`config.mk`:
```
export PLATFORM = sky130hd
export DESIGN_NAME = tbm_top
export DESIGN_NICKNAME = d
export VERILOG_FILES = /design/src/logic/tbm_pkg.sv /design/src/logic/tbm_zone.sv /design/src/logic/tbm_top.sv
export SDC_FILE = /design/constraint.sdc
export NUM_CORES = 1
export LEC_CHECK = 0
export ABC_AREA = 0
export BUFFER_PORTS_ARGS = -buffer_cell sky130_fd_sc_hd__buf_4
export CORE_UTILIZATION = 50
export CTS_BUF_LIST = sky130_fd_sc_hd__clkbuf_8
export DETAILED_ROUTE_END_ITERATION = 8
export HOLD_SLACK_MARGIN = 0.08
export PLACE_DENSITY = 0.81
export SLEW_MARGIN = 20
export SYNTH_ARGS = -nofsm -noshare
export SYNTH_HDL_FRONTEND = slang
export SYNTH_SLANG_ARGS = --single-unit
```
`constraint.sdc`:
```
create_clock -name sys_clk -period 1.83 [get_ports sys_clk]
set_input_delay 0.366 -clock sys_clk [delete_from_list [all_inputs] [get_ports sys_clk]]
set_output_delay 0.366 -clock sys_clk [all_outputs]
set_load 0.05 [all_outputs]
```
`src/logic/tbm_pkg.sv`:
```
// Purpose: Shared constants and types for thermistor bias and monitor mux control
// Assumes: AXI4-Lite slave with 32-bit data and 200 MHz sys_clk
// Notes: Register offsets are byte addresses, one aligned word each
// Functional notes
// RULE1 - Four independent 2-bit trip selects: hot, warm, cool, cold.
// RULE2 - With monitor enabled, node is compared continuously against trip levels.
// RULE3 - Bias on when charge supply valid and thermistor monitor enabled.
// RULE4 - Bias also on when mux routes sense node or bias node out.
// RULE5 - Mux selection never disturbs comparators or automatic temperature response.
// RULE6 - A 4-bit channel select picks the signal for the monitor pin.
// RULE7 - Output buffer enabled only while channel select is nonzero.
// RULE8 - Monitor pin is high impedance while channel select is zero.
// RULE9 - Host should write zero select when not converting, saving buffer current.
// RULE10 - Battery current channels selectable any time, in any charger mode.
// RULE11 - Host selects discharge null channel first and stores its conversion.
// RULE12 - Host waits channel switching time after each select write.
// RULE13 - Host then selects discharge channel, converts, computes against null.
// RULE14 - Host selects charge channel, waits switching time, converts; no null.
// RULE15 - 4-bit discharge full-scale setting, default is the 300 mA scale.
// RULE16 - Charge monitor full scale follows the 6-bit fast-charge setting.
// RULE17 - Channel select holds until rewritten and applies with no other command.
`default_nettype none
package tbm_pkg;
  // Register byte offsets
  localparam logic [3:0] TBM_TRIP_OFF = 4'h0;
  localparam logic [3:0] TBM_CTRL_OFF = 4'h4;
  localparam logic [3:0] TBM_MUX_OFF = 4'h8;
  localparam logic [3:0] TBM_STAT_OFF = 4'hC;
  // Field positions in trip register
  localparam int TBM_HOT_POS = 0;
  localparam int TBM_WARM_POS = 2;
  localparam int TBM_COOL_POS = 4;
  localparam int TBM_COLD_POS = 6;
  // Field positions in mux register
  localparam int TBM_SEL_POS = 0;
  localparam int TBM_DSCALE_POS = 4;
  localparam int TBM_CC_POS = 8;
  // Reset values
  localparam logic [7:0] TBM_TRIP_RST = 8'h00;
  localparam logic TBM_THM_ON_RST = 1'b0;
  localparam logic [3:0] TBM_SEL_RST = 4'h0;
  localparam logic [3:0] TBM_DSCALE_RST = 4'h0; // Code for the 300 mA scale
  localparam logic [5:0] TBM_CC_RST = 6'h00;
  // Channel codes with documented meaning
  localparam logic [3:0] TBM_CH_OFF = 4'h0;
  localparam logic [3:0] TBM_CH_CHG = 4'h4;
  localparam logic [3:0] TBM_CH_DISCHG = 4'h5;
  localparam logic [3:0] TBM_CH_NULL = 4'h6;
  // Thermistor node channel codes, not fixed by the text
  localparam logic [3:0] TBM_CH_THM = 4'h8;
  localparam logic [3:0] TBM_CH_THERM_BIAS_NODE = 4'h9;
  // Channel switching time and derived cycle count
  localparam int TBM_CLK_MHZ = 200;
  localparam int TBM_SW_TIME_NS = 300;
  localparam int TBM_SW_CYC = (TBM_SW_TIME_NS * TBM_CLK_MHZ + 999) / 1000;
  // Comparator results from the analog front end
  typedef struct packed {
    logic above_hot;
    logic above_warm;
    logic below_cool;
    logic below_cold;
  } tbm_cmp_t;
  // Temperature zone summary
  typedef enum logic [4:0] {
    TBM_Z_OFF = 5'h01,
    TBM_Z_NORMAL = 5'h02,
    TBM_Z_JEITA = 5'h04,
    TBM_Z_FAULT = 5'h08,
    TBM_Z_SPARE = 5'h10
  } tbm_zone_t;
endpackage
`default_nettype wire

```
`src/logic/tbm_zone.sv`:
```
// Purpose: Classify battery temperature from comparator results
// Assumes: Comparator flags are synchronous to sys_clk
// Notes: Runs whatever the monitor mux selects
`default_nettype none
module tbm_zone
  import tbm_pkg::*;
(
  input wire logic sys_clk,
  input wire logic nrst,
  input wire logic therm_monitor_on,
  input wire tbm_cmp_t cmp,
  output var tbm_zone_t zone
);
  // Zone register; no mux input reaches here at all
  always_ff @(posedge sys_clk or negedge nrst)
  begin
    if (!nrst)
      zone <= TBM_Z_OFF;
    else if (!therm_monitor_on)
      zone <= TBM_Z_OFF;
    else if (cmp.above_hot || cmp.below_cold) // RULE2
      zone <= TBM_Z_FAULT;
    else if (cmp.above_warm || cmp.below_cool) // RULE2
      zone <= TBM_Z_JEITA;
    else
      zone <= TBM_Z_NORMAL; // RULE5
  end
endmodule
`default_nettype wire

```
`src/logic/tbm_top.sv`:
```
// Purpose: Thermistor bias and monitor multiplexer control with AXI4-Lite registers
// Assumes: One clock, analog comparators and mux outside this logic
// Notes: Monitor pin drive reduced to buffer enable and channel code
//
// Added by the designer: the register offsets and register access over AXI4-Lite.
`default_nettype none
module tbm_top
  import tbm_pkg::*;
(
  input wire logic sys_clk,
  input wire logic nrst,
  input wire logic [3:0] s_axi_awaddr,
  input wire logic s_axi_awvalid,
  output logic s_axi_awready,
  input wire logic [31:0] s_axi_wdata,
  input wire logic [3:0] s_axi_wstrb,
  input wire logic s_axi_wvalid,
  output logic s_axi_wready,
  output logic [1:0] s_axi_bresp,
  output logic s_axi_bvalid,
  input wire logic s_axi_bready,
  input wire logic [3:0] s_axi_araddr,
  input wire logic s_axi_arvalid,
  output logic s_axi_arready,
  output logic [31:0] s_axi_rdata,
  output logic [1:0] s_axi_rresp,
  output logic s_axi_rvalid,
  input wire logic s_axi_rready,
  input wire logic charge_input_supply,
  input wire tbm_cmp_t cmp,
  output logic therm_bias_on,
  output logic monitor_buffer_on,
  output logic [3:0] mux_channel,
  output logic [1:0] hot_trip_level,
  output logic [1:0] warm_trip_level,
  output logic [1:0] cool_trip_level,
  output logic [1:0] cold_trip_level,
  output logic [3:0] discharge_monitor_fullscale,
  output logic [5:0] fast_charge_current_setting,
  output logic switch_settled,
  output var tbm_zone_t zone
);
  logic therm_monitor_on;
  logic [3:0] monitor_channel_select;
  logic aw_held, w_held;
  logic [3:0] aw_addr;
  logic [31:0] w_data;
  logic [3:0] w_strb;
  logic do_write;
  logic [1:0] next_bresp;
  logic [7:0] settle_cnt;
  logic sel_written;

  // Write address and data captured in either order
  assign s_axi_awready = !aw_held && !s_axi_bvalid;
  assign s_axi_wready = !w_held && !s_axi_bvalid;
  assign do_write = aw_held && w_held && !s_axi_bvalid;
  always_ff @(posedge sys_clk or negedge nrst)
  begin
    if (!nrst)
    begin
      aw_held <= 1'b0;
      aw_addr <= 4'h0;
    end
    else if (s_axi_awvalid && s_axi_awready)
    begin
      aw_held <= 1'b1;
      aw_addr <= s_axi_awaddr;
    end
    else if (do_write)
      aw_held <= 1'b0;
  end

  always_ff @(posedge sys_clk or negedge nrst)
  begin
    if (!nrst)
    begin
      w_held <= 1'b0;
      w_data <= 32'h0000_0000;
      w_strb <= 4'h0;
    end
    else if (s_axi_wvalid && s_axi_wready)
    begin
      w_held <= 1'b1;
      w_data <= s_axi_wdata;
      w_strb <= s_axi_wstrb;
    end
    else if (do_write)
      w_held <= 1'b0;
  end

  // Unmapped or read-only targets answer SLVERR
  always_comb
  begin
    case (aw_addr)
      TBM_TRIP_OFF, TBM_CTRL_OFF, TBM_MUX_OFF: next_bresp = 2'h0;
      default: next_bresp = 2'h2;
    endcase
  end

  always_ff @(posedge sys_clk or negedge nrst)
  begin
    if (!nrst)
    begin
      s_axi_bvalid <= 1'b0;
      s_axi_bresp <= 2'h0;
    end
    else if (do_write)
    begin
      s_axi_bvalid <= 1'b1;
      s_axi_bresp <= next_bresp;
    end
    else if (s_axi_bready)
      s_axi_bvalid <= 1'b0;
  end

  // Trip level selects, one byte lane
  always_ff @(posedge sys_clk or negedge nrst)
  begin
    if (!nrst)
      {cold_trip_level, cool_trip_level, warm_trip_level, hot_trip_level} <= TBM_TRIP_RST;
    else if (do_write && aw_addr == TBM_TRIP_OFF && w_strb[0])
    begin
      hot_trip_level <= w_data[TBM_HOT_POS +: 2]; // RULE1
      warm_trip_level <= w_data[TBM_WARM_POS +: 2]; // RULE1
      cool_trip_level <= w_data[TBM_COOL_POS +: 2]; // RULE1
      cold_trip_level <= w_data[TBM_COLD_POS +: 2]; // RULE1
    end
  end

  // Thermistor monitor enable
  always_ff @(posedge sys_clk or negedge nrst)
  begin
    if (!nrst)
      therm_monitor_on <= TBM_THM_ON_RST;
    else if (do_write && aw_addr == TBM_CTRL_OFF && w_strb[0])
      therm_monitor_on <= w_data[0];
  end

  // Mux select and scales; no charger state gates the select
  always_ff @(posedge sys_clk or negedge nrst)
  begin
    if (!nrst)
    begin
      monitor_channel_select <= TBM_SEL_RST;
      discharge_monitor_fullscale <= TBM_DSCALE_RST;
      fast_charge_current_setting <= TBM_CC_RST;
    end
    else if (do_write && aw_addr == TBM_MUX_OFF)
    begin
      if (w_strb[0])
      begin
        monitor_channel_select <= w_data[TBM_SEL_POS +: 4]; // RULE17 RULE10
        discharge_monitor_fullscale <= w_data[TBM_DSCALE_POS +: 4]; // RULE15
      end
      if (w_strb[1])
        fast_charge_current_setting <= w_data[TBM_CC_POS +: 6]; // RULE16
    end
  end

  assign sel_written = do_write && aw_addr == TBM_MUX_OFF && w_strb[0];

  // Settle counter reports when the switching time has passed
  always_ff @(posedge sys_clk or negedge nrst)
  begin
    if (!nrst)
      settle_cnt <= 8'h00;
    else if (sel_written)
      settle_cnt <= 8'(TBM_SW_CYC); // RULE12
    else if (settle_cnt != 8'h00)
      settle_cnt <= settle_cnt - 8'h01;
  end
  assign switch_settled = (settle_cnt == 8'h00);

  // Bias from supply, enable and held select; buffer and channel straight from the held select
  assign therm_bias_on = (charge_input_supply && therm_monitor_on) // RULE3
    || monitor_channel_select == TBM_CH_THM // RULE4
    || monitor_channel_select == TBM_CH_THERM_BIAS_NODE; // RULE4
  assign monitor_buffer_on = (monitor_channel_select != TBM_CH_OFF); // RULE7 RULE8
  assign mux_channel = monitor_channel_select; // RULE6

  // Temperature classification, independent of the mux
  tbm_zone u_zone
  (
    .sys_clk(sys_clk),
    .nrst(nrst),
    .therm_monitor_on(therm_monitor_on),
    .cmp(cmp),
    .zone(zone)
  );

  // Read channel, one outstanding read
  assign s_axi_arready = !s_axi_rvalid;
  always_ff @(posedge sys_clk or negedge nrst)
  begin
    if (!nrst)
    begin
      s_axi_rvalid <= 1'b0;
      s_axi_rdata <= 32'h0000_0000;
      s_axi_rresp <= 2'h0;
    end
    else if (s_axi_arvalid && s_axi_arready)
    begin
      s_axi_rvalid <= 1'b1;
      s_axi_rresp <= 2'h0;
      case (s_axi_araddr)
        TBM_TRIP_OFF: s_axi_rdata <= {24'h000000, cold_trip_level, cool_trip_level,
          warm_trip_level, hot_trip_level};
        TBM_CTRL_OFF: s_axi_rdata <= {31'h0, therm_monitor_on};
        TBM_MUX_OFF: s_axi_rdata <= {18'h0, fast_charge_current_setting,
          discharge_monitor_fullscale, monitor_channel_select};
        TBM_STAT_OFF: s_axi_rdata <= {23'h0, switch_settled, therm_bias_on,
          monitor_buffer_on, 1'b0, zone};
        default:
        begin
          s_axi_rdata <= 32'h0000_0000;
          s_axi_rresp <= 2'h2;
        end
      endcase
    end
    else if (s_axi_rready)
      s_axi_rvalid <= 1'b0;
  end

  // Checks on the control outputs
  localparam int SW_CYC_I = TBM_SW_CYC;

  // Cycles since the last select write, saturating; rewrites restart the settle span
  logic [7:0] settle_ref;
  always_ff @(posedge sys_clk or negedge nrst)
  begin
    if (!nrst)
      settle_ref <= 8'hFF;
    else if (sel_written)
      settle_ref <= 8'h01;
    else if (settle_ref != 8'hFF)
      settle_ref <= settle_ref + 8'h01;
  end

  // Write strobes for the register checks; w_data stands until the response is taken
  logic trip_written;
  logic cc_written;
  assign trip_written = do_write && aw_addr == TBM_TRIP_OFF && w_strb[0];
  assign cc_written = do_write && aw_addr == TBM_MUX_OFF && w_strb[1];

  // Buffer follows the select
  a_buffer_off_zero: assert property (@(posedge sys_clk) disable iff (!nrst) // RULE8
    (monitor_channel_select == TBM_CH_OFF) |-> !monitor_buffer_on)
    else $error("buffer on with zero select");
  a_buffer_on_sel: assert property (@(posedge sys_clk) disable iff (!nrst) // RULE7
    (mux_channel != TBM_CH_OFF) |-> monitor_buffer_on)
    else $error("buffer off with channel selected");

  // Bias source causes
  a_bias_supply: assert property (@(posedge sys_clk) disable iff (!nrst) // RULE3
    (charge_input_supply && therm_monitor_on) |-> therm_bias_on)
    else $error("bias off with supply and monitor on");
  a_bias_node_sel: assert property (@(posedge sys_clk) disable iff (!nrst) // RULE4
    (mux_channel == TBM_CH_THM || mux_channel == TBM_CH_THERM_BIAS_NODE) |-> therm_bias_on)
    else $error("bias off with node routed");
  a_bias_idle_off: assert property (@(posedge sys_clk) disable iff (!nrst) // RULE4
    (!charge_input_supply && mux_channel == TBM_CH_OFF) |-> !therm_bias_on)
    else $error("bias on without cause");

  // Select register and switching time
  a_sel_applied: assert property (@(posedge sys_clk) disable iff (!nrst) // RULE17
    sel_written |=> (mux_channel == $past(w_data[3:0])))
    else $error("select not applied");
  a_sel_held: assert property (@(posedge sys_clk) disable iff (!nrst) // RULE17
    !sel_written |=> $stable(mux_channel))
    else $error("select changed without write");
  a_settle_low: assert property (@(posedge sys_clk) disable iff (!nrst) // RULE12
    sel_written |=> !switch_settled [*8])
    else $error("settled too soon after select write");
  a_settle_time: assert property (@(posedge sys_clk) disable iff (!nrst) // RULE12
    switch_settled == (settle_ref > SW_CYC_I))
    else $error("switching time wrong");

  // Trip levels and monitor scales
  a_trip_applied: assert property (@(posedge sys_clk) disable iff (!nrst) // RULE1
    trip_written |=>
      ({cold_trip_level, cool_trip_level, warm_trip_level, hot_trip_level} == w_data[7:0]))
    else $error("trip levels not applied");
  a_trip_held: assert property (@(posedge sys_clk) disable iff (!nrst) // RULE1
    !trip_written |=>
      $stable({cold_trip_level, cool_trip_level, warm_trip_level, hot_trip_level}))
    else $error("trip levels changed without write");
  a_scale_applied: assert property (@(posedge sys_clk) disable iff (!nrst) // RULE15
    sel_written |=> (discharge_monitor_fullscale == w_data[TBM_DSCALE_POS +: 4]))
    else $error("discharge scale not applied");
  a_scale_held: assert property (@(posedge sys_clk) disable iff (!nrst) // RULE15
    !sel_written |=> $stable(discharge_monitor_fullscale))
    else $error("discharge scale changed without write");
  a_cc_applied: assert property (@(posedge sys_clk) disable iff (!nrst) // RULE16
    cc_written |=> (fast_charge_current_setting == w_data[TBM_CC_POS +: 6]))
    else $error("charge scale not applied");
  a_cc_held: assert property (@(posedge sys_clk) disable iff (!nrst) // RULE16
    !cc_written |=> $stable(fast_charge_current_setting))
    else $error("charge scale changed without write");

  // Temperature classification
  a_zone_fault: assert property (@(posedge sys_clk) disable iff (!nrst) // RULE2 RULE5
    (therm_monitor_on && cmp.above_hot) |=> zone == TBM_Z_FAULT)
    else $error("hot not reported as fault");
  a_zone_cold: assert property (@(posedge sys_clk) disable iff (!nrst) // RULE2
    (therm_monitor_on && cmp.below_cold) |=> zone == TBM_Z_FAULT)
    else $error("cold not reported as fault");
  a_zone_jeita: assert property (@(posedge sys_clk) disable iff (!nrst) // RULE2
    (therm_monitor_on && !cmp.above_hot && !cmp.below_cold
      && (cmp.above_warm || cmp.below_cool)) |=> zone == TBM_Z_JEITA)
    else $error("warm or cool not reported");
  a_zone_normal: assert property (@(posedge sys_clk) disable iff (!nrst) // RULE2
    (therm_monitor_on && cmp == 4'h0) |=> zone == TBM_Z_NORMAL)
    else $error("normal temperature not reported");
  a_zone_off: assert property (@(posedge sys_clk) disable iff (!nrst) // RULE2
    !therm_monitor_on |=> zone == TBM_Z_OFF)
    else $error("zone active with monitor off");
  a_zone_mux_free: assert property (@(posedge sys_clk) disable iff (!nrst) // RULE5
    (sel_written && $stable(cmp) && $stable(therm_monitor_on)) |=> $stable(zone))
    else $error("select write moved the zone");

  // Register bus answers
  a_write_answer: assert property (@(posedge sys_clk) disable iff (!nrst)
    do_write |=> s_axi_bvalid)
    else $error("write not answered");
  a_wr_refused: assert property (@(posedge sys_clk) disable iff (!nrst)
    s_axi_bvalid |-> (!s_axi_awready && !s_axi_wready))
    else $error("write taken while response pending");
  a_unmapped_err: assert property (@(posedge sys_clk) disable iff (!nrst)
    (do_write && aw_addr == TBM_STAT_OFF) |=> (s_axi_bresp == 2'h2))
    else $error("status write not refused");
  a_bvalid_hold: assert property (@(posedge sys_clk) disable iff (!nrst)
    (s_axi_bvalid && !s_axi_bready) |=> (s_axi_bvalid && $stable(s_axi_bresp)))
    else $error("write response dropped");
  a_read_answer: assert property (@(posedge sys_clk) disable iff (!nrst)
    (s_axi_arvalid && s_axi_arready) |=> s_axi_rvalid)
    else $error("read not answered");
  a_rvalid_hold: assert property (@(posedge sys_clk) disable iff (!nrst)
    (s_axi_rvalid && !s_axi_rready) |=> (s_axi_rvalid && $stable(s_axi_rdata)))
    else $error("read data dropped");

  // Main scenarios
  c_null_then_dis: cover property (@(posedge sys_clk) disable iff (!nrst)
    mux_channel == TBM_CH_NULL ##[1:200] mux_channel == TBM_CH_DISCHG);
  c_charge_sel: cover property (@(posedge sys_clk) disable iff (!nrst)
    mux_channel == TBM_CH_CHG && switch_settled);
  c_thm_bias: cover property (@(posedge sys_clk) disable iff (!nrst)
    mux_channel == TBM_CH_THM && !charge_input_supply && therm_bias_on);
  c_jeita: cover property (@(posedge sys_clk) disable iff (!nrst)
    zone == TBM_Z_JEITA && monitor_buffer_on);
  c_cc_scaled: cover property (@(posedge sys_clk) disable iff (!nrst)
    mux_channel == TBM_CH_CHG && fast_charge_current_setting != 6'h00);
endmodule
`default_nettype wire

```
==> PnR_summary.wiki, run 1 <==
{| class="wikitable"
! Metric !! Value
|-
| CTS Buf Count || 9
|-
| Number of filler instances in the final layout || 467
|-
| Cell-by-cell trace of the critical path || inv_2 -> ha_4 -> or4b_4 -> nor4_4 -> buf_6
|-
| Count of input and output buffers || 85
|-
| Worst setup timing slack at the placement stage || -0.0411 ns
|-
| Global-route usage over all layers || 22.1%
|-
| Share of synthesized registers carrying an async set or reset || 100%
|-
| FMAX || 453 MHz
|-
| Setup violators final || 2
|-
| Worst slew margin relative to its limit || 65.1%
|-
| Area growth from synthesis to layout || 31.3%
|-
| Core Footprint || 6490 um2
|-
| Pin count of the biggest net entering global routing || 41
|-
| Final-report hold violation count || 0
|-
| Detailed-route wire length per cell || 16.4 um
|-
| Total Neg Setup Slack || -0.387 ns
|-
| # nets final || 437
|-
| P_leak || 2.22 nW
|-
| Horizontal die dimension || 84.9 um
|-
| Number of violations of the max-capacitance limit || 0
|-
| Slew at the pin closest to its max-slew limit || 0.524 ns
|-
| Violations in the final reports || design-rule violations, negative setup slack
|-
| Initial drt markers || 150
|-
| Portion of synthesized cell area occupied by the leading cell type || 53.9%
|-
| Most frequent cell after synthesis || sky130_fd_sc_hd__dfrtp_1
|-
| Type of element launching the critical path || register
|-
| I/O Pins || 127
|-
| Wire length reported by the detailed router || 7520 um
|-
| Row count || 29
|-
| Largest fanout on the critical path || 3
|-
| Detail-routed via count per cell || 5.49
|-
| Worst hold path class || in -> reg
|-
| Share of the clock period used by the worst path after layout || 121%
|-
| Clock root buffer master || sky130_fd_sc_hd__clkbuf_8
|-
| DRC violation count after routing || 12
|-
| Crit path max-delay cell type || sky130_fd_sc_hd__or4b_4
|-
| Full die area || 7210 um2
|-
| Post-detail-place hpwl || 5340 um
|-
| Maximum clock insertion buffer count || 2
|-
| Most frequently used flop master after synthesis || sky130_fd_sc_hd__dfrtp_1
|-
| P per Cell Area || 1640 nW/um2
|-
| Synth Cell Area || 3440 um2
|-
| Via count of the first global-routing pass || 2,457
|-
| First-pass GRT wire length || 12,200 um
|-
| CTS H-Tree Depth || 3
|-
| Crit. End Element || primary output
|-
| Clock transition at the register clock pins on the worst setup and hold paths after CTS || 0.07 ns
|-
| CTS tree || done
|-
| List of most frequent post-synthesis cells || sky130_fd_sc_hd__dfrtp_1, sky130_fd_sc_hd__mux2_2, sky130_fd_sc_hd__buf_4, sky130_fd_sc_hd__o21ai_0, sky130_fd_sc_hd__nand2_1
|-
| Count of clock tree sinks || 75
|-
| Total design power || 7.41 mW
|-
| Skew-Pair Late Insertion Delay || 0.34 ns
|-
| Synth area leader || sky130_fd_sc_hd__dfrtp_1
|-
| Critical Path Max Stage Delay || 0.49 ns
|-
| Yosys warning total || 0
|-
| Antenna violations before repair || 0
|-
| Number of nets with antenna violations after detailed routing || 0
|-
| Number of vias after detailed routing || 2,526
|-
| Count of flip-flops with a built-in enable after synthesis || 0
|-
| Chip Height || 84.9 um
|-
| Outcome || complete, but fails checks
|-
| Required arrival time at the worst endpoint || 1.46 ns
|-
| Global placer's final weighted congestion || 0.805
|-
| Initial Utilization || 52.9%
|-
| Worst-case clock skew || 0.00949 ns
|-
| Syn Inst Count || 266
|-
| Post-synthesis area per instance || 12.9 um2
|-
| Peak ir drop on the vdd network || 0.874 mV
|-
| Data arrival time of the worst path || 1.84 ns
|-
| Sequential element share of the synthesized area || 54.6%
|-
| Total of flip-flops plus latches after synthesis || 75
|-
| Length of the first detailed-routing pass in iterations || 7
|-
| Count of distinct cell types in the synthesized netlist || 51
|-
| WS Path Type || reg -> out
|-
| Final count of pins violating max slew || 0
|-
| RSZ-0062 raised after global routing || true
|-
| PnR worst setup slack || -0.379 ns
|-
| Top area cells in the synthesized netlist || sky130_fd_sc_hd__dfrtp_1, sky130_fd_sc_hd__mux2_2, sky130_fd_sc_hd__buf_4
|-
| GRT overflow || 0
|-
| Number of inserted diodes || 0
|-
| Share of post-route cells with drive strength above 1 || 50.1%
|-
| Period minus WS final || 2.21 ns
|}
-- cells by family after synthesis --
family,share of synthesized area [%]
AOI/OAI and AO/OA,8.08
adders and majority gates,0.728
muxes,17.8
other,0.109
DFF,54.6
and+or+nand+nor,12.3
buffers and inverters,6.41
-- sequential cells by signal, summed over array words and instances, names as in the netlist, 4 cells and up --
signal and cells:
settle_cnt 8, mux_channel 4, discharge_monitor_fullscale 4, fast_charge_current_setting 6, aw_addr 4, s_axi_rdata 14
w_data 14, u_zone.zone 4
-- stage by stage --
stage	cells	cell area, um2	hold WS, ns	util (%)
2_1_floorplan	286	3530	0.0704	-
3_3_place_gp	438	4230	0.378	65.1
3_5_place_dp	438	4230	0.380	65.1
4_1_cts	458	4480	0.185	68.9
5_1_grt	460	4510	0.181	69.5
6_report	460	4510	0.197	69.5
-- timing repair --
item                                    4_1_cts  5_1_grt
hold buffers                                  1        0
endpoints found under the hold margin        37        0
pin swaps                                     1        2
endpoints found under the setup margin        3       14
buffers inserted                              4        2
resized for setup                             7        5
-- final cells by class --
| cell class | instances | area (um2) | area share (%) |
|---|---|---|---|
| Clock buffer | 9 | 124 | 2.75 |
| Inverter | 7 | 26.3 | 0.582 |
| Clock inverter | 6 | 58.8 | 1.30 |
| Tap cell | 77 | 96.3 | 2.14 |
| Timing Repair Buffer | 110 | 876 | 19.4 |
| Sequential cell | 75 | 1880 | 41.7 |
| Multi-Input combinational cell | 176 | 1450 | 32.1 |
-- report_power, final --
| group | switching [mW] | leakage, nW | internal [mW] |
|---|---|---|---|
| Sequential | 0.528 | 0.955 | 2.24 |
| Clock | 0.592 | 0.0923 | 0.612 |
| Combinational | 2.01 | 1.17 | 1.42 |
-- worst paths after layout --
path                                 from             end  slack [ns]  cells after the start
max                         settle_cnt[0]  switch_settled       -0.38                      5
min                                cmp[2]  u_zone.zone[1]        0.20                      2
max reg2reg                 settle_cnt[0]   settle_cnt[1]        0.07                      6
min reg2reg                s_axi_rdata[5]  s_axi_rdata[5]        0.49                      2
max in group asynchronous            nrst       w_data[2]        0.70                      3
min in group asynchronous            nrst         aw_held        0.54                      2
-- cells in the final DEF, fill, tap and decap left out, drive strengths merged, types with 3 or more instances in the layout --
cell | Yosys | final
o31ai | 3 | 3
a21oi | 3 | 3
dfrtp | 74 | 74
or4b | 3 | 3
o21bai | 3 | 3
and2 | 3 | 3
nand2 | 12 | 12
conb | 1 | 21
a22oi | 3 | 3
clkbuf | 3 | 9
mux2 | 46 | 46
a22o | 7 | 7
nand2b | 5 | 5
o21ai | 13 | 13
nor4 | 6 | 6
mux2i | 7 | 7
or3 | 4 | 4
inv | 7 | 8
buf | 25 | 109
nor2 | 9 | 9
-- worst max-delay path: cells and delay by family, from the launching register on --
kind          cells  cell delay [ns]
fa+ha+maj         1             0.13
flops             1             0.39
simple gates      2             0.70
buf+inv           2             0.28
-- layer usage --
layer	track usage (%)	routed length (um)
met5	0	0
met3	5.25	456
met2	35.7	3660
met4	9.86	147
met1	28.6	3260
Note: power is estimated with default switching activity, not from simulation.
==> inputs of run 2 (changes only) <==
--- a/config.mk
+++ b/config.mk
@@ -9,2 +9,3 @@
 export BUFFER_PORTS_ARGS = -buffer_cell sky130_fd_sc_hd__buf_4
+export CORE_MARGIN = 1.5
 export CORE_UTILIZATION = 50
==> constraint.sdc (replaced) <==
create_clock -name sys_clk -period 2.2 [get_ports sys_clk]
set_input_delay 0.44 -clock sys_clk [delete_from_list [all_inputs] [get_ports sys_clk]]
set_output_delay 0.44 -clock sys_clk [all_outputs]
set_load 0.1 [all_outputs]
==> run 2 against run 1 <==
  * Core utilization down 4.3 points
  * Sequential power shrank 15%
  * The flow finishes with violations (negative setup slack)
  * Clock power is essentially flat
  * Highest routed layer unchanged
  * Largest cell class unchanged
==> PnR_summary.wiki, run 2 (same netlist as run 1, synthesis figures left out) <==
{| class="wikitable"
! Metric !! Value
|-
| Outcome || complete, but fails checks
|-
| Violations in the final reports || negative setup slack
|-
| P_leak || 2.14 nW (-3.5%)
|-
| Chip Height || 85.9 um (+1.2%)
|-
| Post-detail-place hpwl || 5210 um (-2.4%)
|-
| # nets final || 421 (-3.7%)
|-
| Largest fanout on the critical path || 4 (+1)
|-
| Number of violations of the max-capacitance limit || 0 (unchanged)
|-
| Count of input and output buffers || 85 (unchanged)
|-
| Antenna violations before repair || 0 (unchanged)
|-
| Detailed-route wire length per cell || 16.2 um (-0.95%)
|-
| Clock transition at the register clock pins on the worst setup and hold paths after CTS || 0.08 ns (about the same)
|-
| Worst-case clock skew || 0.00888 ns (-0.000610 ns)
|-
| End of the critical path || switch_settled
|-
| Critical path origin || settle_cnt[0]
|-
| Largest registers || s_axi_rdata: 14 flops, w_data: 14 flops, settle_cnt: 8 flops
|-
| Cell-internal power || 3.53 mW (-17%)
|-
| Worst slew margin relative to its limit || 47.4% (-18 points)
|-
| Global-route usage over all layers || 20.2% (-1.8 points)
|-
| Full die area || 7380 um2 (+2.4%)
|-
| Data arrival time of the worst path || 1.93 ns (+0.09 ns)
|-
| Worst hold path class || in -> async
|-
| Final-report hold violation count || 0 (unchanged)
|-
| Share of the clock period used by the worst path after layout || 108%
|-
| Post-CTS Setup Repair Bufs || 0 (-4)
|-
| Peak ir drop on the vdd network || 0.713 mV (-18%)
|-
| Share of power burned in the clock network || 16.8% (+0.6 points)
|-
| Utilization of the core after routing || 65.2% (-4.3 points)
|-
| Skew-Pair Late Insertion Delay || 0.35 ns (about the same)
|-
| FMAX || 422 MHz
|-
| First-pass GRT wire length || 11,400 um (-6.3%)
|-
| I/O Pins || 127 (unchanged)
|-
| Required arrival time at the worst endpoint || 1.76 ns (+0.30 ns)
|-
| Worst reg-to-reg setup slack || 0.25 ns (+0.18 ns)
|-
| Type of element launching the critical path || register
|-
| CTS tree || done
|-
| DRC violation count after routing || 0 (-12)
|-
| Power share of the combinational group || 49.9% (+3.5 points)
|-
| Period minus WS final || 2.37 ns
|-
| CTS Buf Count || 9 (unchanged)
|-
| Number of vias after detailed routing || 2,376 (-5.9%)
|-
| PnR worst setup slack || -0.170 ns (+0.208 ns)
|-
| CP Buf/Inv Count || 2 (unchanged)
|-
| Reg power frac || 33.2% (-4.2 points)
|-
| Wire length reported by the detailed router || 7260 um (-3.5%)
|-
| Row count || 30 (+3.4%)
|-
| Count of clock tree sinks || 75 (unchanged)
|-
| Share of post-route cells with drive strength above 1 || 48.4% (-1.8 points)
|-
| Switching power share of the total || 50.2% (+7.9 points)
|-
| Reg-to-reg critical path startpoint || s_axi_bvalid
|-
| Cell count after placement || 432 (-1.4%)
|-
| Total Neg Setup Slack || -0.170 ns (+0.217 ns)
|-
| Crit path depth || 5 (unchanged)
|-
| Crit. End Element || primary output
|-
| Leading cell type in the layout, fill and taps excluded || sky130_fd_sc_hd__buf_4
|-
| WS Path Type || reg -> out
|-
| Final count of pins violating max slew || 0 (unchanged)
|-
| Initial Utilization || 51.2% (-1.8 points)
|-
| Length of the first detailed-routing pass in iterations || 4 (-3)
|-
| Via count of the first global-routing pass || 2,313 (-5.9%)
|-
| FF-to-FF End || mux_channel[3]
|-
| Commonest non-fill, non-tap cells in the layout || sky130_fd_sc_hd__buf_4, sky130_fd_sc_hd__dfrtp_1, sky130_fd_sc_hd__mux2_2
|-
| Setup violators final || 1 (-1)
|-
| P per Cell Area || 1620 nW/um2 (-1.4%)
|-
| Number of filler instances in the final layout || 514 (+10%)
|-
| Crit path max-delay cell type || sky130_fd_sc_hd__or4b_4
|-
| Total net switching power || 3.56 mW (+14%)
|-
| Cell-by-cell trace of the critical path || inv_2 -> ha_1 -> or4b_4 -> nor4_4 -> buf_6
|-
| Initial drt markers || 110 (-27%)
|-
| Critical Path Max Stage Delay || 0.49 ns (about the same)
|-
| Slew at the pin closest to its max-slew limit || 0.788 ns (+0.265 ns)
|-
| Total design power || 7.09 mW (-4.3%)
|-
| Core Footprint || 6720 um2 (+3.4%)
|-
| Number of nets with antenna violations after detailed routing || 0 (unchanged)
|-
| CTS H-Tree Depth || 3 (unchanged)
|-
| Horizontal die dimension || 85.9 um (+1.2%)
|-
| RSZ-0062 raised after global routing || true
|-
| Clock root buffer master || sky130_fd_sc_hd__clkbuf_8
|-
| Pin count of the biggest net entering global routing || 64 (+56%)
|-
| Maximum clock insertion buffer count || 2 (unchanged)
|-
| Number of inserted diodes || 0 (unchanged)
|-
| GRT overflow || 0 (unchanged)
|-
| Detail-routed via count per cell || 5.30 (-3.4%)
|-
| Area growth from synthesis to layout || 27.4%
|-
| Worst r2r path cells || 3 (-3)
|-
| Layout Cells excl Fill || 448 (-2.6%)
|-
| Worst path top cell family by delay || simple AND/OR/NAND/NOR gates
|-
| Global placer's final weighted congestion || 0.777 (-3.5%)
|-
| Worst setup timing slack at the placement stage || 0.146 ns (+0.187 ns)
|}
run 2: changes by cell type in the layout (fill, tap and decap cells not counted), sizes merged:
cell,before,now
clkbuf,9,10
bufinv,1,2
dlygate4sd3,1,0
buf,109,94
inv,8,7
run 2: metal layers:
metal | vias to the layer above | global-route usage [%] | wire [um]
met5 | - | 0 | 0
met4 | 0 | 8.65 | 126
met3 | 11 | 4.52 | 358
met2 | 71 | 31.5 | 3440
met1 | 1178 | 27.5 | 3330
li1 | 1116 | - | -
run 2: worst min path at each step:
stage / start / to / slack, ns / cells past startpoint
floorplan: nrst / aw_addr[0] / 0.14 / 0
global placement: s_axi_rdata[2] / s_axi_rdata[2] / 0.47 / 2
detailed placement: s_axi_rdata[3] / s_axi_rdata[3] / 0.47 / 2
CTS: nrst / discharge_monitor_fullscale[2] / 0.19 / 1
global route: nrst / s_axi_rdata[4] / 0.22 / 1
finish: nrst / discharge_monitor_fullscale[0] / 0.14 / 1
run 2: timing repair:
item                       4_1_cts  5_1_grt
gates resized for setup          1        1
hold buffers                     0        0
setup endpoints to repair        1        1
run 2: cell type report:
| class | instances | area, um2 | area share, % |
|---|---|---|---|
| Clock buffer | 10 | 138 | 3.14 |
| Multi-Input combinational cell | 176 | 1440 | 32.8 |
| Inverter | 7 | 26.3 | 0.600 |
| Tap cell | 80 | 100 | 2.29 |
| Clock inverter | 6 | 88.8 | 2.03 |
| Timing Repair Buffer | 94 | 709 | 16.2 |
| Sequential cell | 75 | 1880 | 43.0 |
run 2: per-stage QoR:
stage | cell area (um2) | hold slack, ns
2_1_floorplan | 3540 | 0.144
3_3_place_gp | 4150 | 0.467
3_5_place_dp | 4150 | 0.475
4_1_cts | 4380 | 0.192
5_1_grt | 4380 | 0.221
6_report | 4380 | 0.141
run 2: worst reg2reg max path, stage by stage (launching register included):
cell                      delay [ns]
sky130_fd_sc_hd__dfrtp_4        0.53
sky130_fd_sc_hd__or4b_1         0.66
sky130_fd_sc_hd__nor2_8         0.26
sky130_fd_sc_hd__mux2_2         0.37
run 2: power by group through the flow:
stage	Combinational (mW)	Clock [mW]	Sequential [mW]
2_1_floorplan	1.57	0	3.61
3_5_place_dp	3.56	0	2.38
4_1_cts	3.56	1.21	2.35
3_3_place_gp	3.50	0	2.34
5_1_grt	3.68	1.27	2.43
6_report	3.54	1.20	2.36
==> inputs of run 3 (changes only) <==
CORE_MARGIN = 5   (was 1.5)
PLACE_DENSITY = default   (was 0.81)
PLACE_DENSITY_LB_ADDON = 0.3   (was default)
==> run 3 against run 2 <==
  * The run still ends with negative setup slack left
  * Worst hold slack improved by 0.010 ns
  * Clock skew up 0.0020 ns
  * Sequential cell count unchanged
  * Largest power group unchanged
==> PnR_summary.wiki, run 3 (same netlist as run 1, synthesis figures left out) <==
{| class="wikitable"
! Metric !! Value
|-
| Share of the clock period used by the worst path after layout || 106% (-1.8 points)
|-
| I/O Pins || 127 (unchanged)
|-
| Final count of pins violating max slew || 0 (unchanged)
|-
| Antenna violations before repair || 0 (unchanged)
|-
| Period minus WS final || 2.33 ns (-0.0402 ns)
|-
| Count of clock tree sinks || 75 (unchanged)
|-
| Count of hold buffers inserted by post-cts repair || 0 (unchanged)
|-
| Cell-by-cell trace of the critical path || inv_2 -> ha_4 -> or4b_4 -> nor4_4 -> buf_6
|-
| Setup violators final || 1 (unchanged)
|-
| CTS H-Tree Depth || 3 (unchanged)
|-
| Violations in the final reports || negative setup slack
|-
| Reg-to-reg critical path startpoint || settle_cnt[0]
|-
| WS Path Type || reg -> out
|-
| Full die area || 8630 um2 (+17%)
|-
| Number of violations of the max-capacitance limit || 0 (unchanged)
|-
| Critical Path Max Stage Delay || 0.47 ns (-0.02 ns)
|-
| PnR worst setup slack || -0.130 ns (+0.0402 ns)
|-
| Skew-Pair Late Insertion Delay || 0.33 ns (-0.02 ns)
|-
| Global placer's final weighted congestion || 0.811 (+4.4%)
|-
| P per Cell Area || 1600 nW/um2 (-0.93%)
|-
| Total design power || 7.18 mW (+1.2%)
|-
| Largest registers || s_axi_rdata: 14 flops, w_data: 14 flops, settle_cnt: 8 flops
|-
| Clock root buffer master || sky130_fd_sc_hd__clkbuf_8
|-
| Layout Cells excl Fill || 461 (+2.9%)
|-
| Crit path max-delay cell type || sky130_fd_sc_hd__or4b_4
|-
| Count of input and output buffers || 85 (unchanged)
|-
| Number of filler instances in the final layout || 531 (+3.3%)
|-
| Pin count of the biggest net entering global routing || 57 (-11%)
|-
| Core Footprint || 6760 um2 (+0.56%)
|-
| Maximum clock insertion buffer count || 2 (unchanged)
|-
| Global-route usage over all layers || 18.5% (-1.8 points)
|-
| First-pass GRT wire length || 12,600 um (+10%)
|-
| GRT overflow || 0 (unchanged)
|-
| Worst reg-to-reg setup slack || 0.09 ns (-0.16 ns)
|-
| Slew at the pin closest to its max-slew limit || 0.697 ns (-0.0911 ns)
|-
| Length of the first detailed-routing pass in iterations || 4 (unchanged)
|-
| Via count of the first global-routing pass || 2,547 (+10%)
|-
| Worst setup timing slack at the placement stage || 0.122 ns (-0.0239 ns)
|-
| Number of vias after detailed routing || 2,448 (+3.0%)
|-
| P_leak || 2.20 nW (+2.6%)
|-
| Largest fanout on the critical path || 2 (-2)
|-
| Wire length reported by the detailed router || 7780 um (+7.2%)
|-
| Chip Height || 92.9 um (+8.1%)
|-
| Data arrival time of the worst path || 1.89 ns (-0.04 ns)
|-
| Post-detail-place hpwl || 5540 um (+6.2%)
|-
| Area growth from synthesis to layout || 30.2%
|-
| Number of nets with antenna violations after detailed routing || 0 (unchanged)
|-
| CTS tree || done
|-
| Crit. End Element || primary output
|-
| Share of post-route cells with drive strength above 1 || 50.9% (+2.5 points)
|-
| Initial drt markers || 92 (-16%)
|-
| FF-to-FF End || settle_cnt[4]
|-
| DRC violation count after routing || 0 (unchanged)
|-
| Worst-case clock skew || 0.0109 ns (+0.00205 ns)
|-
| Final-report hold violation count || 0 (unchanged)
|-
| Number of inserted diodes || 0 (unchanged)
|-
| Worst r2r path cells || 11 (+8)
|-
| Initial Utilization || 50.9% (-0.28 points)
|-
| RSZ-0062 raised after global routing || true
|-
| Horizontal die dimension || 92.9 um (+8.1%)
|-
| Required arrival time at the worst endpoint || 1.76 ns (about the same)
|-
| Clock transition at the register clock pins on the worst setup and hold paths after CTS || 0.08 ns (about the same)
|-
| Peak ir drop on the vdd network || 0.768 mV (+7.7%)
|-
| # nets final || 434 (+3.1%)
|-
| FMAX || 429 MHz (+1.7%)
|-
| CTS Buf Count || 9 (unchanged)
|-
| Detail-routed via count per cell || 5.31 (+0.12%)
|-
| Outcome || complete, but fails checks
|-
| Commonest non-fill, non-tap cells in the layout || sky130_fd_sc_hd__buf_4, sky130_fd_sc_hd__dfrtp_1, sky130_fd_sc_hd__mux2_2
|-
| Cell count after placement || 432 (unchanged)
|-
| Worst slew margin relative to its limit || 53.5% (+6.1 points)
|-
| Type of element launching the critical path || register
|-
| Detailed-route wire length per cell || 16.9 um (+4.2%)
|-
| Leading cell type in the layout, fill and taps excluded || sky130_fd_sc_hd__buf_4
|-
| Row count || 30 (unchanged)
|-
| Worst hold path class || in -> async
|}
run 3: cell types whose count changed in the layout (fill, tap and decap cells not counted), moves of 2 or more:
cell,before,now
sky130_fd_sc_hd__buf_4,93,106
sky130_fd_sc_hd__clkinv_2,1,4
sky130_fd_sc_hd__ha_1,2,0
sky130_fd_sc_hd__ha_4,0,2
run 3: worst max-delay path by stage:
stage                  start              to  depth (start not counted)
2_1_floorplan  settle_cnt[0]  switch_settled                          4
3_3_place_gp   settle_cnt[0]  switch_settled                          5
3_5_place_dp   settle_cnt[0]  switch_settled                          5
4_1_cts        settle_cnt[0]  switch_settled                          5
5_1_grt        settle_cnt[0]  switch_settled                          5
6_report       settle_cnt[0]  switch_settled                          5
run 3: area by class of cell:
class                   instances  area, um2  area share [%]
clock buffers                   9        124            2.77
clock inverters                 7       66.3            1.48
inverters                       7       26.3           0.587
multi-input cells             176       1470            32.8
flip-flops and latches         75       1880            42.1
well taps                      80        100            2.24
repair buffers                107        807            18.0
run 3: where the power goes:
| group | switching (mW) | internal (mW) | total (mW) |
|---|---|---|---|
| clock | 0.504 | 0.520 | 1.02 |
| combinational | 2.64 | 1.16 | 3.79 |
| sequential | 0.493 | 1.87 | 2.36 |
| total | 3.63 | 3.55 | 7.18 |
run 3: through the flow:
step	setup TNS [ns]	area (um2)	util (%)	hold WS [ns]
6_report	-0.130	4470	66.2	0.151
5_1_grt	-0.209	4470	66.2	0.199
4_1_cts	-0.296	4450	65.8	0.167
3_5_place_dp	0	4150	61.4	0.472
3_3_place_gp	0	4150	61.4	0.464
2_1_floorplan	-1.78	3540	-	0.144
run 3: timing repair:
action / in CTS / in global routing
gates resized for setup: 4 / 4
setup endpoints to repair: 1 / 3
pin swaps: 1 / 3
setup buffers: 12 / 3
cloned: 0 / 0
run 3: critical path, delay by kind of cell, from the launching register on:
| family | cells | cell delay, ns |
|---|---|---|
| adders and majority gates | 1 | 0.12 |
| and+or+nand+nor | 2 | 0.66 |
| buffers and inverters | 2 | 0.36 |
| DFF | 1 | 0.41 |
run 3: metal layers:
layer  vias up  wire length (um)  GRT usage, %
met5         -                 0             0
met4         0               194          7.94
met2        84              3670          28.7
met3        18               493          4.31
met1      1208              3420          24.8
li1       1138                 -             -
